### config.mk
export PLATFORM = sky130hd
export DESIGN_NAME = bt_timer_ctl
export DESIGN_NICKNAME = d
export VERILOG_FILES = /design/src/logic/bt_timer_ctl.v /design/src/logic/bt_sync.v /design/src/logic/bt_step.v
export VERILOG_INCLUDE_DIRS = /design/src /design/src/common
export SDC_FILE = /design/constraint.sdc
export NUM_CORES = 1
export LEC_CHECK = 0
export BUFFER_PORTS_ARGS = -buffer_cell sky130_fd_sc_hd__buf_2
export CAP_MARGIN = 20
export CORE_MARGIN = 2
export CORE_UTILIZATION = 50
export DETAILED_ROUTE_END_ITERATION = 6
export HOLD_SLACK_MARGIN = 0.02
export PLACE_DENSITY = 0.76
export SLEW_MARGIN = 25
export SYNTH_ARGS = -nofsm -noshare
export SYNTH_HDL_FRONTEND = slang
export SYNTH_HIERARCHICAL = 1
export SYNTH_SLANG_ARGS = --single-unit
### constraint.sdc
create_clock -name I_REF_CLK -period 3.76 [get_ports I_REF_CLK]
set_clock_uncertainty 0.05 [all_clocks]
set_input_delay 0.188 -clock I_REF_CLK [delete_from_list [all_inputs] [get_ports I_REF_CLK]]
set_output_delay 0.188 -clock I_REF_CLK [all_outputs]
set_load 0.01 [all_outputs]
### src/common/bt_regs.vh
// register offsets, field positions and codes for the base timer control block
// assumes a plain address/strobe register port with 12-bit byte addresses
`ifndef BT_REGS_VH
`define BT_REGS_VH

`define BT_ADDR_WIDTH 12
`define BT_ADDR_CTL_ONE 12'h2E3
`define BT_ADDR_CNT_LO 12'h2E0
`define BT_ADDR_CNT_HI 12'h2E1
`define BT_ADDR_STATUS 12'h2E2

`define BT_CTL_ONE_RESET 8'h00
`define BT_BIT_MATCH_RST 1
`define BT_BIT_PIN_RST 2
`define BT_BIT_RUN 4
`define BT_BIT_DIR_LO 5
`define BT_BIT_DIR_HI 6

`define BT_STAT_RUN 0
`define BT_STAT_MATCH_PEND 1
`define BT_STAT_PIN_LOW 2

`define BT_DIR_UP 2'h0
`define BT_DIR_UPDOWN 2'h1
`define BT_DIR_TWO_PHASE 2'h2
`define BT_DIR_FORBIDDEN 2'h3

`define BT_COUNT_RESET 16'h0000

`endif

### src/logic/bt_timer_ctl.v
// base timer control: control register, run sync, reset sources, 16-bit counter
// assumes pins for count source, phases, up/down and interrupt pin are asynchronous,
// compare channel zero value comes from logic on the reference clock
//
// Our own choice: the strobed register port.
`timescale 1ns/1ns
`default_nettype none
`include "bt_regs.vh"

// Summary of operation
// With match reset selected, a counter equal to compare channel zero is cleared two count-source cycles later.
// With match reset not selected, the counter runs straight through an equality with compare channel zero.
// With pin reset selected the counter is held at zero while the interrupt pin is low, otherwise the pin is ignored.
// The counter is held at zero while the run bit is 0 and counts while it is 1.
// A run bit write takes effect only on a count-source edge, never directly from the register write.
// Direction code 00 counts up, 01 counts up or down, 10 decodes two-phase pulses, and 11 must not be used.
// Software changes the match reset select only while stopped and then sets the run bit.
// Software changes the pin reset select only while stopped and then sets the run bit.
// Software changes the direction field only while stopped and then sets the run bit.
// Software disables the reload-match reset in the companion register whenever match reset is on.
// Single-waveform or set-reset waveform output needs the direction field at up-counting.
// Inverted waveform output needs the direction field at up or up/down counting.
// Reserved control bits 0, 3 and 7 are written as zero, ignored by the device and read back as zero.
// While running, the counter moves one step in the selected direction on each count-source rising edge, or on each phase A edge in two-phase mode.
module bt_timer_ctl #(
    parameter CNT_WIDTH = 16
) (
    input wire I_REF_CLK,
    input wire I_ARST_N,
    input wire [`BT_ADDR_WIDTH-1:0] I_ADDR,
    input wire [7:0] I_WDATA,
    input wire I_WR,
    input wire I_RD,
    output reg [7:0] O_RDATA,
    input wire I_BASE_TIMER_COUNT_SOURCE,
    input wire I_UP_DOWN,
    input wire I_PHASE_A,
    input wire I_PHASE_B,
    input wire I_EXTERNAL_INTERRUPT_PIN_ONE_N,
    input wire [CNT_WIDTH-1:0] I_OUTPUT_COMPARE_CHANNEL_ZERO,
    output reg [CNT_WIDTH-1:0] O_COUNT,
    output reg O_MATCH,
    output reg O_RUN
);

    // reset release
    reg rst_meta_n;
    reg rst_n;

    always @(posedge I_REF_CLK or negedge I_ARST_N) begin
        if (!I_ARST_N) begin
            rst_meta_n <= 1'b0;
            rst_n <= 1'b0;
        end else begin
            rst_meta_n <= 1'b1;
            rst_n <= rst_meta_n;
        end
    end

    // pin synchronisers
    wire [3:0] pins_sync;
    wire pin_int_n;

    bt_sync #(
        .WIDTH(4),
        .RST_VAL(4'h0)
    ) u_sync_count (
        .i_clk(I_REF_CLK),
        .i_rst_n(rst_n),
        .i_async({I_PHASE_B, I_PHASE_A, I_UP_DOWN, I_BASE_TIMER_COUNT_SOURCE}),
        .o_sync(pins_sync)
    );

    // interrupt pin idles high, so its synchroniser resets high
    bt_sync #(
        .WIDTH(1),
        .RST_VAL(1'b1)
    ) u_sync_int (
        .i_clk(I_REF_CLK),
        .i_rst_n(rst_n),
        .i_async(I_EXTERNAL_INTERRUPT_PIN_ONE_N),
        .o_sync(pin_int_n)
    );

    // control register fields
    reg match_reset_select;
    reg pin_low_reset_select;
    reg timer_run_bit;
    reg [1:0] direction_field;

    wire ctl_hit;
    wire [7:0] ctl_value;

    assign ctl_hit = (I_ADDR == `BT_ADDR_CTL_ONE);

    // reserved positions are never stored and read as zero
    assign ctl_value = {1'b0,
                        direction_field,
                        timer_run_bit,
                        1'b0,
                        pin_low_reset_select,
                        match_reset_select,
                        1'b0};

    always @(posedge I_REF_CLK or negedge rst_n) begin
        if (!rst_n) begin
            match_reset_select <= 1'b0;
            pin_low_reset_select <= 1'b0;
            timer_run_bit <= 1'b0;
            direction_field <= `BT_DIR_UP;
        end else if (I_WR && ctl_hit) begin
            // fields written while running are taken as is; software is expected to stop first
            match_reset_select <= I_WDATA[`BT_BIT_MATCH_RST];
            pin_low_reset_select <= I_WDATA[`BT_BIT_PIN_RST];
            timer_run_bit <= I_WDATA[`BT_BIT_RUN];
            direction_field <= I_WDATA[`BT_BIT_DIR_HI:`BT_BIT_DIR_LO];
        end
    end

    // step decoding
    wire src_tick;
    wire step;
    wire step_down;

    bt_step u_step (
        .i_clk(I_REF_CLK),
        .i_rst_n(rst_n),
        .i_mode(direction_field),
        .i_src(pins_sync[0]),
        .i_up_dn(pins_sync[1]),
        .i_ph_a(pins_sync[2]),
        .i_ph_b(pins_sync[3]),
        .o_tick(src_tick),
        .o_step(step),
        .o_down(step_down)
    );

    // run bit seen by the counter only moves on a count-source edge
    reg run_active;

    always @(posedge I_REF_CLK or negedge rst_n) begin
        if (!rst_n) begin
            run_active <= 1'b0;
        end else if (src_tick) begin
            run_active <= timer_run_bit;
        end
    end

    // compare match and its two-cycle delayed clear
    reg [CNT_WIDTH-1:0] count;
    reg match_pending;
    wire match_now;
    wire pin_reset;
    wire match_clear;

    assign match_now = run_active && (count == I_OUTPUT_COMPARE_CHANNEL_ZERO);
    // select off: equality is noticed but never clears the counter
    assign match_clear = src_tick && match_pending && match_reset_select;
    assign pin_reset = pin_low_reset_select && !pin_int_n;

    always @(posedge I_REF_CLK or negedge rst_n) begin
        if (!rst_n) begin
            match_pending <= 1'b0;
        end else if (src_tick) begin
            // sampled at one source edge, acted on at the next: two cycles from the match
            match_pending <= match_now && match_reset_select && !match_clear;
        end else if (!run_active || pin_reset) begin
            match_pending <= 1'b0;
        end
    end

    // counter, reset sources first, then stepping
    reg [CNT_WIDTH-1:0] next_count;

    always @* begin
        next_count = count;
        if (!run_active) begin
            next_count = `BT_COUNT_RESET;
        end else if (pin_reset) begin
            next_count = `BT_COUNT_RESET;
        end else if (match_clear) begin
            next_count = `BT_COUNT_RESET;
        end else if (step) begin
            // wraps freely at both ends
            if (step_down) begin
                next_count = count - {{(CNT_WIDTH-1){1'b0}}, 1'b1};
            end else begin
                next_count = count + {{(CNT_WIDTH-1){1'b0}}, 1'b1};
            end
        end
    end

    always @(posedge I_REF_CLK or negedge rst_n) begin
        if (!rst_n) begin
            count <= `BT_COUNT_RESET;
        end else begin
            count <= next_count;
        end
    end

    // outputs, all registered
    reg match_seen;

    always @(posedge I_REF_CLK or negedge rst_n) begin
        if (!rst_n) begin
            match_seen <= 1'b0;
            O_MATCH <= 1'b0;
            O_RUN <= 1'b0;
            O_COUNT <= `BT_COUNT_RESET;
        end else begin
            match_seen <= match_now;
            // one pulse per equality, whatever the select
            O_MATCH <= match_now && !match_seen;
            O_RUN <= run_active;
            O_COUNT <= next_count;
        end
    end

    // register reads, data one cycle after the strobe
    wire [7:0] status_value;
    reg [7:0] next_rdata;

    assign status_value = {5'h00, !pin_int_n, match_pending, run_active};

    always @* begin
        next_rdata = 8'h00;
        if (ctl_hit) begin
            next_rdata = ctl_value;
        end else if (I_ADDR == `BT_ADDR_CNT_LO) begin
            next_rdata = count[7:0];
        end else if (I_ADDR == `BT_ADDR_CNT_HI) begin
            next_rdata = count[15:8];
        end else if (I_ADDR == `BT_ADDR_STATUS) begin
            next_rdata = status_value;
        end
    end

    always @(posedge I_REF_CLK or negedge rst_n) begin
        if (!rst_n) begin
            O_RDATA <= 8'h00;
        end else if (I_RD) begin
            O_RDATA <= next_rdata;
        end else begin
            // data stand for one cycle only
            O_RDATA <= 8'h00;
        end
    end

endmodule

`default_nettype wire

### src/logic/bt_sync.v
// three-flop pin synchroniser, output moves once stages two and three agree
// assumes inputs arrive from outside the reference clock domain
`timescale 1ns/1ns
`default_nettype none

module bt_sync #(
    parameter WIDTH = 1,
    parameter [WIDTH-1:0] RST_VAL = {WIDTH{1'b0}}
) (
    input wire i_clk,
    input wire i_rst_n,
    input wire [WIDTH-1:0] i_async,
    output reg [WIDTH-1:0] o_sync
);

    reg [WIDTH-1:0] stage1;
    reg [WIDTH-1:0] stage2;
    reg [WIDTH-1:0] stage3;

    always @(posedge i_clk or negedge i_rst_n) begin
        if (!i_rst_n) begin
            stage1 <= RST_VAL;
            stage2 <= RST_VAL;
            stage3 <= RST_VAL;
        end else begin
            stage1 <= i_async;
            stage2 <= stage1;
            stage3 <= stage2;
        end
    end

    // glitch filter: a one-cycle blip in stage two never reaches the output
    genvar k;
    generate
        for (k = 0; k < WIDTH; k = k + 1) begin : g_bit
            always @(posedge i_clk or negedge i_rst_n) begin
                if (!i_rst_n) begin
                    o_sync[k] <= RST_VAL[k];
                end else if (stage2[k] == stage3[k]) begin
                    o_sync[k] <= stage3[k];
                end
            end
        end
    endgenerate

endmodule

`default_nettype wire

### src/logic/bt_step.v
// step decoder: count-source edges, up/down select and two-phase pulses
// assumes all inputs are already synchronised to the reference clock
`timescale 1ns/1ns
`default_nettype none
`include "bt_regs.vh"

module bt_step (
    input wire i_clk,
    input wire i_rst_n,
    input wire [1:0] i_mode,
    input wire i_src,
    input wire i_up_dn,
    input wire i_ph_a,
    input wire i_ph_b,
    output reg o_tick,
    output reg o_step,
    output reg o_down
);

    reg src_d;
    reg ph_a_d;
    reg src_rise;
    reg a_edge;
    reg next_step;
    reg next_down;

    always @* begin
        src_rise = i_src & ~src_d;
        a_edge = i_ph_a ^ ph_a_d;
        next_step = 1'b0;
        next_down = 1'b0;
        case (i_mode)
            `BT_DIR_UP: begin
                next_step = src_rise;
            end
            `BT_DIR_UPDOWN: begin
                next_step = src_rise;
                next_down = i_up_dn;
            end
            `BT_DIR_TWO_PHASE: begin
                // phase b leading phase a means counting down
                next_step = a_edge;
                next_down = i_ph_a ? i_ph_b : ~i_ph_b;
            end
            default: begin
                // forbidden code: timer holds rather than guessing
                next_step = 1'b0;
            end
        endcase
    end

    always @(posedge i_clk or negedge i_rst_n) begin
        if (!i_rst_n) begin
            src_d <= 1'b0;
            ph_a_d <= 1'b0;
            o_tick <= 1'b0;
            o_step <= 1'b0;
            o_down <= 1'b0;
        end else begin
            src_d <= i_src;
            ph_a_d <= i_ph_a;
            o_tick <= src_rise;
            o_step <= next_step;
            o_down <= next_down;
        end
    end

endmodule

`default_nettype wire

Yosys cells after proc, flatten, opt, wreduce, memory -nomap -nowiden --
Cells that the tools add are included. Widths: inputs -> output; s select.
Word-level totals: flip-flop bits (word level) 61, latch bits 0, memory bits (writable) 0, memory bits (read-only) 0, input port bits 45, memories 0
Cells by class: $add $sub $neg 2, $mul 0, div/mod/pow operators 0, magnitude comparators 0, equality and inequality tests 13, shifts and indexed selects 0, mux-type cells 15, bitwise gates (word level) 4, reductions and logical operators 16
Operator list (number):
- $mux 16 | 5
- $eq 12x10->1 const B | 4
- $mux 8 | 4
- $add 16x1->16 const B | 1
- $eq 16x16->1 | 1
- $sub 16x1->16 const B | 1
- $logic_and 1x1->1 | 8
- $eq 1x1->1 | 5
- $logic_not 1->1 | 4
- $ne 4x1->1 const B | 1
- $pmux 1 s2 | 2
- $mux 1 | 3
- $mux 3 | 1
- $eq 2x1->1 const B | 1
- $eq 2x2->1 const B | 1
- $logic_not 2->1 | 1
- $not 1->1 | 2
- $reduce_bool 2->1 | 1
- $reduce_or 2->1 | 1
- $and 1x1->1 | 1
- $logic_or 1x1->1 | 1
- $xor 1x1->1 | 1

Logic depth before layout (Yosys ltp) --
Gate-level depths: netlist (run 1).
depth after elaboration 6, gate-level depth with buffers 9, depth with buffers taken out 9

Cells and area by module --
The synthesis (run 1) kept the hierarchy.
By module, submodules not included:
- bt_timer_ctl | times used 1, cells an instance 231, area each 2329.7 um^2, seq. area each 900.9 um^2
- bt_sync at u_sync_count | times used 1, cells an instance 20, area each 445.4 um^2, seq. area each 400.4 um^2
- bt_step | times used 1, cells an instance 21, area each 250.2 um^2, seq. area each 125.1 um^2
- bt_sync at u_sync_int | times used 1, cells an instance 5, area each 116.4 um^2, seq. area each 105.1 um^2

Worst setup path before layout (run 1) --
No wires, ideal clock.
kind register -> register, start register u_step.o_down, end register O_COUNT[13], library setup time 128 ps, data arrival time 2221 ps, data required time 3582 ps, slack 1360 ps, stages on the path, launching flop included 9, cell sequence dfrtp_1 -> ha_1 -> a21o_1 -> a221o_1 -> o211ai_1 -> o21ai_1 -> a31oi_1 -> mux2i_1 -> o21ai_0
Between the ends: cells in the longest elaborated chain, start to end 5
RTL lines:
- from (decl) | RTL line bt_step.v:17 | output reg o_down
- from (signal assigned) | RTL line bt_step.v:64 | o_down <= next_down;
- $mux 16 | RTL line bt_timer_ctl.v:185 | if (step_down) begin
- $mux 16 | RTL line bt_timer_ctl.v:183 | end else if (step) begin
- $mux 16 | RTL line bt_timer_ctl.v:181 | end else if (match_clear) begin
- $mux 16 | RTL line bt_timer_ctl.v:179 | end else if (pin_reset) begin
- $mux 16 | RTL line bt_timer_ctl.v:177 | if (!run_active) begin
- to (signal assigned) | RTL line bt_timer_ctl.v:209 | O_COUNT <= `BT_COUNT_RESET;
- to (signal assigned) | RTL line bt_timer_ctl.v:215 | O_COUNT <= next_count;
- to (decl) | RTL line bt_timer_ctl.v:41 | output reg [CNT_WIDTH-1:0] O_COUNT,
No other way between the ends. The select of a mux whose other input is x is not followed. A chain may end at the register's enable or synchronous reset.

Worst setup path in the final report (run 1) --
Ends and elaborated chain as after synthesis.

==> results.md, run 1 <==
- Crit-path slowest cell: dfrtp_1
- Status: finished, final reports clean
- Largest net degree at the start of global routing: 34
- Top fanout value on the critical path: 16
- Tmin final: about 2.8 ns
- Leak Pwr: 1.91 nW
- Post-Syn Area: 3140 µm²
- Max Transition Viols Final: 0
- Dominant synthesized flop cell: dfrtp_1
- Antenna violation net count after detailed routing: 0
- Top Family by Delay on Critical Path: compound AO/OA/AOI/OAI gates
- Worst R2R Path Depth: 8
- Worst hold path class: in -> reg
- Met3 wire len: 414 µm
- Worst VDD drop: about 0.26 mV
- CTS Root Cell: clkbuf_8
- Dpl hpwl: ~5000 µm
- # diodes: 0
- Reg clk slew, reported paths: 0.06 ns
- Seq/Total Area, Yosys: 48.7%
- DR iter-0 viols: 163
- Reg area: 1530 µm²
- Initial antenna violation count: 0
- Total number of vias: 2446
- Max-cap violations: 0
- Die H: 83.3 µm
- Worst R2R Setup Slack: 0.94 ns
- Total global-route track usage: 21.6%
- DRC: 0
- Htree depth: 3
- Critical Path Start Type: register
- Routed WL: around 7000 µm
- Layout cells sized above 1: 30.3%
- Reg2reg end: O_COUNT[13]$_DFFE_PN0P_
- FP Rows: 28
- Max transition margin: a little over two fifths
- Post-synth EDFFs: 0
- # port buffers: between 60 and 70
- Worst Setup SP: u_step/o_down$_DFF_PN0_
- Critical Path RT: 3.91 ns
- Mapped Cells: between 200 and 300
- Routed met1 length: roughly 3300 µm
- Async S/R FF share, synth: 100%
- Post-CTS setup buffers: 0
- Via-to-Cell Ratio: 5.58
- Core area: ~6000 µm²
- Final setup TNS: 0 ns
- Synth Net Count: between 300 and 400
- Top routing layer used: met4
- Grt ovf: 0
- Tcrit/Tclk final: 74.9%
- Nets: 422
- Max Fclk: 355 MHz
- Crit Path Class: reg -> reg
- CTS buffer count: 9
- Placer Congestion: 0.960
- Die footprint: 6930 µm²
- Met2 wire length: 3190 µm
- Reg2Reg Launch Point: u_step/o_down$_DFF_PN0_
- Clock Latency Late Sink: 0.33 ns
- CP bufs+invs: 0
- Cell Chain, Critical Path: ha_1 -> and2_0 -> a221o_1 -> o211ai_1 -> o21ai_1 -> a31oi_1 -> mux2i_1 -> o21ai_0
- RSZ-0062 raised after global routing: false
- Yosys Warn Count: 6
- Initial Utilization: 52.4%
- Final setup viols: 0
- First-pass DRT Iterations: 4
- Pwr Density: 367 nW/µm²
- Die X: 83.3 µm
- Clk sinks: about 60
- WL/cell: 16.0 µm
- I/O pin total: a little over 70
- Fin. Hold Viols: 0
- Seq cells post-synth: slightly above 60
- CP Capture Type: register
- Hold Worst Slack: around 0.042 ns
- Area occupied by multi-input gates: 1560 µm²
- Arrival time worst endpoint: 2.97 ns
- Placed cell areas: 3560 µm²
- Bufs on Longest Clock Path: 2
- Crit path depth: 8
- Post-synth cell types: 50
- Fillers: 490
- Synth-to-Final Area Change: 22.5%
- Crit path largest cell delay: between 0.7 and 0.8 ns
- Setup crit end: O_COUNT[13]$_DFFE_PN0P_
- First-pass GRT wire length: 11900 µm
- TritonCTS clock tree: yes
- Finished Cell Area: 3850 µm²
- Vias in the first global route: 2415
- Syn_area_per_cell: 11.3 µm²
- Slew @ Worst Pin: 0.863 ns
layout by cell type (no fill, tap or decap), types with 3 or more instances in the layout:
master and instances:
nor2b_1 4, nand2_1 12, inv_1 8, a31oi_1 9, xnor2_1 20, dfrtp_1 56, nand4_1 6, maj3_2 5
buf_2 67, a211oi_1 3, ha_1 18, clkbuf_8 10, nand2b_1 5, nand3_1 4, o21ai_0 8, a31o_2 3
o21a_1 3, mux2_2 6, a21o_1 4, nor2_1 27, a21oi_1 8, xor2_1 11, mux2i_1 16, dlygate4sd3_1 7
dfstp_2 4
sequential cells by signal (all words and copies together), names as in the netlist, 2 cells and up:
| signal | count |
|---|---|
| u_sync_count/stage2 | 4 |
| u_sync_count/stage1 | 4 |
| direction_field | 2 |
| u_sync_count/o_sync | 4 |
| O_RDATA | 8 |
| u_sync_count/stage3 | 4 |
| O_COUNT | 16 |
cells in the mapped netlist (2+ instances only):
cell | count | share of area [%]
a21oi_1 | 8 | 1.3
nor3_1 | 2 | 0.32
a31oi_1 | 9 | 1.8
xor2_1 | 11 | 3.1
nand4_1 | 6 | 1.2
nand2_1 | 12 | 1.4
nor4_1 | 2 | 0.40
nor3b_1 | 2 | 0.48
maj3_2 | 5 | 1.8
and3_1 | 2 | 0.40
nor2b_1 | 4 | 0.80
nor2_1 | 27 | 3.2
a21o_1 | 4 | 0.96
ha_1 | 18 | 7.2
a31o_2 | 3 | 0.84
clkbuf_1 | 3 | 0.36
o21a_1 | 3 | 0.72
a211oi_1 | 3 | 0.72
inv_1 | 8 | 0.96
buf_1 | 2 | 0.24
mux2i_1 | 16 | 5.1
mux2_2 | 6 | 2.2
nand3_1 | 4 | 0.64
o21ai_0 | 8 | 1.3
nand2b_1 | 5 | 1.0
xnor2_1 | 20 | 5.6
dfrtp_1 | 57 | 45
dfstp_2 | 4 | 3.3
a221o_1 | 2 | 0.64
worst min path at each step:
stage | depth (start not counted) | to | startpoint
2_1_floorplan | 0 | rst_meta_n$_DFF_PN0_ | I_ARST_N
3_3_place_gp | 1 | rst_meta_n$_DFF_PN0_ | I_ARST_N
3_5_place_dp | 1 | rst_meta_n$_DFF_PN0_ | I_ARST_N
4_1_cts | 2 | match_reset_select$_DFFE_PN0P_ | I_WDATA[1]
5_1_grt | 2 | direction_field[0]$_DFFE_PN0P_ | I_WDATA[5]
6_report | 2 | match_reset_select$_DFFE_PN0P_ | I_WDATA[1]
where the power goes:
group / switching (W) / internal (W)
clock: 0.000243 / 0.000391
sequential: 0.0000259 / 0.000678
combinational: 0.0000303 / 0.0000449
per-layer routing:
metal	vias to the layer above	global-route usage, %
li1	1160	-
met1	1188	30.1
met2	87	32.7
met3	11	5.47
met4	0	8.05
met5	-	0
repair_timing:
item,4_1_cts,5_1_grt
resized for setup,0,0
hold buffers,6,1
hold endpoints to repair,7,1
area by class of cell:
class / count / share of cell area (%)
Clock buffer: 12 / 3.77
Clock inverter: 4 / 1.89
Inverter: 8 / 0.780
Multi-Input combinational cell: 203 / 40.6
Sequential cell: 61 / 39.8
Tap cell: 75 / 2.44
Timing Repair Buffer: 75 / 10.7
per-stage QoR:
step / total power [W] / instances / worst slack, ns / util (%)
after detailed placement: 0.000787 / 415 / 1.04 / 59.4
after global placement: 0.000783 / 415 / 1.04 / 59.4
after CTS: 0.00143 / 437 / 0.988 / 64.1
final: 0.00141 / 438 / 0.944 / 64.2
after floorplan: 0.000749 / 277 / 1.36 / -
after global routing: 0.00148 / 438 / 0.756 / 64.2
logic make-up (layout without fill, tap and decap cells):
family	after synthesis	after routing	synth area share, %
AND/OR/NAND/NOR	74	74	12.3
flip-flops	61	61	48.7
AO/OA/AOI/OAI	50	50	11.3
XOR/XNOR	31	31	8.64
adder cells (fa/ha/maj)	24	24	9.60
multiplexers	23	23	7.73
buffers and inverters	13	99	1.55
other	1	1	0.119
(Power assumes the default switching activity.)
==> run 2: changes to the inputs <==
--- a/config.mk
+++ b/config.mk
@@ -6,13 +6,14 @@
 export SDC_FILE = /design/constraint.sdc
 export NUM_CORES = 1
 export LEC_CHECK = 0
+export ABC_AREA = 1
 export BUFFER_PORTS_ARGS = -buffer_cell sky130_fd_sc_hd__buf_2
 export CAP_MARGIN = 20
 export CORE_MARGIN = 2
 export CORE_UTILIZATION = 50
 export DETAILED_ROUTE_END_ITERATION = 6
 export HOLD_SLACK_MARGIN = 0.02
-export PLACE_DENSITY = 0.76
+export PLACE_DENSITY = 0.77
 export SLEW_MARGIN = 25
 export SYNTH_ARGS = -nofsm -noshare
 export SYNTH_HDL_FRONTEND = slang
==> constraint.sdc (replaced) <==
create_clock -name I_REF_CLK -period 2.46 [get_ports I_REF_CLK]
set_clock_uncertainty 0.05 [all_clocks]
set_input_delay 0.123 -clock I_REF_CLK [delete_from_list [all_inputs] [get_ports I_REF_CLK]]
set_output_delay 0.123 -clock I_REF_CLK [all_outputs]
set_load 0.01 [all_outputs]
==> run 2 against run 1 <==
Register-to-register slack got worse by 0.60 ns. Cell area increased by 19%. Combinational power is 86% higher. Worst hold slack barely moved.
==> results.md, run 2 <==
- Syn_area_per_cell: 7.28 µm² (-36%)
- CTS Root Cell: clkbuf_8
- Layout cells sized above 1: 18.4% (-12 points)
- Antenna violation net count after detailed routing: 0 (unchanged)
- Critical Path Start Type: register
- Top cell type by total area after synthesis: dfrtp_1
- Arrival time worst endpoint: 2.29 ns (-0.68 ns)
- Yosys Warn Count: 6 (unchanged)
- Setup ws final: 0.347 ns (-0.597 ns)
- Worst R2R Setup Slack: 0.35 ns (-0.60 ns)
- Crit Path Class: reg -> reg
- Synth top area share: 38.1% (-7.3 points)
- RSZ-0062 raised after global routing: false
- DR iter-0 viols: 154 (-5.5%)
- Htree depth: 3 (unchanged)
- Max-cap violations: 0 (unchanged)
- Vias in the first global route: 3480 (+44%)
- Post-synth EDFFs: 0 (unchanged)
- Max Transition Viols Final: 0 (unchanged)
- Nets: 674 (+60%)
- Final setup viols: 0 (unchanged)
- CP Capture Type: register
- Pwr Density: 461 nW/µm² (+26%)
- Reg2Reg Launch Point: u_step/o_down$_DFF_PN0_
- Tcrit/Tclk final: 85.9% (+11 points)
- TritonCTS clock tree: yes
- Seq cells post-synth: 61 (unchanged)
- Dominant synthesized flop cell: dfrtp_1
- Fin. Hold Viols: 0 (unchanged)
- Worst hold path class: in -> async
- Dpl hpwl: 6900 µm (+36%)
- Worst VDD drop: 0.411 mV (+55%)
- Initial Utilization: 51.7% (-0.76 points)
- Via-to-Cell Ratio: 5.04 (-9.7%)
- Slew @ Worst Pin: 0.765 ns (-0.0987 ns)
- Die footprint: 8210 µm² (+18%)
- Die X: 90.6 µm (+8.8%)
- Top fanout value on the critical path: 16 (unchanged)
- WL/cell: 12.8 µm (-20%)
- Final setup TNS: 0 ns (unchanged)
- Largest Register: O_COUNT
- Final Util: 63.0% (-1.3 points)
- Top Registers: O_COUNT x16, O_RDATA x8
- Async S/R FF share, synth: 100% (unchanged)
- Tmin final: 2.11 ns (-0.703 ns)
- Worst Setup SP: u_step/o_down$_DFF_PN0_
- Die H: 90.6 µm (+8.8%)
- Synth-to-Final Area Change: 21.9%
- First-pass DRT Iterations: 4 (unchanged)
- Placer Congestion: 0.926 (-3.5%)
- DRC: 0 (unchanged)
- FP Rows: 31 (+11%)
- Max Fclk: 473 MHz (+33%)
- Post_cts resized: 0 (unchanged)
- Post-CTS setup buffers: 0 (unchanged)
- Initial antenna violation count: 0 (unchanged)
- Commonest non-fill, non-tap cells in the layout: nand2_1, inv_1, buf_2, nor2_1, dfrtp_1
- DP Worst Slack: 0.380 ns (-0.665 ns)
- Grt ovf: 0 (unchanged)
- Routed WL: 9110 µm (+30%)
- Seq/Total Area, Yosys: 40.9% (-7.9 points)
- Bufs on Longest Clock Path: 2 (unchanged)
- Total number of vias: 3600 (+47%)
- Largest cells by area after synthesis: dfrtp_1, nand2_1, inv_1
- Worst R2R Path Depth: 8 (unchanged)
- Synth Net Count: 579 (+70%)
- Largest net degree at the start of global routing: 37 (+8.8%)
- CTS buffer count: 9 (unchanged)
- Clk sinks: 61 (unchanged)
- Most common cell in the netlist: nand2_1
- Clock Latency Late Sink: 0.34 ns (about the same)
- I/O pin total: 71 (unchanged)
- Reg clk slew, reported paths: 0.07 ns (about the same)
- Mapped Cells: 515 (+86%)
- Status: finished, final reports clean
- Post-synth cell types: 39 (-22%)
- First-pass GRT wire length: 15600 µm (+32%)
- Leak Pwr: 2.68 nW (+40%)
- Most common cell after layout, fill and taps aside: nand2_1
- Core area: 7250 µm² (+21%)
- Post-Syn Area: 3750 µm² (+19%)
- Max FFs per register: 16 (unchanged)
- # port buffers: 67 (unchanged)
- # diodes: 0 (unchanged)
- Commonest cells post-synth: nand2_1, inv_1, nor2_1, dfrtp_1, nand3_1
- Total global-route track usage: 23.4% (+1.8 points)
- Max transition margin: 49.0% (+6.6 points)
- Critical Path RT: 2.64 ns (-1.27 ns)
- Reg2reg end: O_COUNT[11]$_DFFE_PN0P_
==> run 2: what timing repair did <==
item,4_1_cts,5_1_grt
hold buffers,12,0
endpoints found under the hold margin,14,0
setup endpoints to repair,0,0
==> run 2: through the flow <==
step | total power, W | instance area (µm²) | std cells | hold WS [ns]
after floorplan | 0.00115 | 3750 | 515 | -0.223
after global placement | 0.00121 | 4250 | 686 | -0.141
after detailed placement | 0.00121 | 4250 | 686 | -0.139
after CTS | 0.00212 | 4570 | 714 | 0.0292
after global routing | 0.00220 | 4570 | 714 | 0.0459
final | 0.00211 | 4570 | 714 | 0.0422
==> run 2: critical path: stages (launching register included) <==
cell and delay [ns]:
dfrtp_1 0.74, ha_1 0.40, or2_1 0.27, nand3_1 0.11
nand2_1 0.12, nand2_1 0.11, nand3_1 0.07, nand3_1 0.08
nand2_1 0.05
==> run 2: metal layers <==
metal | wire length [µm] | share of wire, % | track usage [%]
met1 | 3910 | 43 | 29.6
met2 | 4390 | 48 | 39.7
met3 | 604 | 6.6 | 4.84
met4 | 204 | 2.2 | 8.46
met5 | 0 | 0 | 0
==> run 2: cells by family after synthesis <==
group | after synthesis | synth area share, %
buf+inv | 92 | 9.28
compound gates | 52 | 7.48
other cells | 1 | 0.100
fa+ha+maj | 19 | 6.54
xor+xnor | 6 | 1.40
simple gates | 284 | 34.3
flops | 61 | 40.9
==> run 2: worst max path at each step <==
stage / endpoint / cells after the start
finish: O_COUNT[11]$_DFFE_PN0P_ / 8
global route: O_COUNT[12]$_DFFE_PN0P_ / 10
CTS: O_COUNT[11]$_DFFE_PN0P_ / 8
detailed placement: O_COUNT[11]$_DFFE_PN0P_ / 8
global placement: O_COUNT[13]$_DFFE_PN0P_ / 8
floorplan: O_COUNT[0]$_DFFE_PN0P_ / 0
==> run 2: report_power, final <==
part | total [W] | switching, W | internal [W]
logic | 0.000140 | 0.0000738 | 0.0000667
clock network | 0.000900 | 0.000425 | 0.000475
registers | 0.00107 | 0.0000305 | 0.00104
total | 0.00211 | 0.000530 | 0.00158
==> run 2: layout make-up <==
class,instances,area (µm²)
Fill cell,673,2690
Multi-Input combinational cell,362,1870
Sequential cell,61,1530
Timing Repair Buffer,85,500
Inverter,91,343
Clock buffer,10,128
Tap cell,99,124
Clock inverter,6,71.3
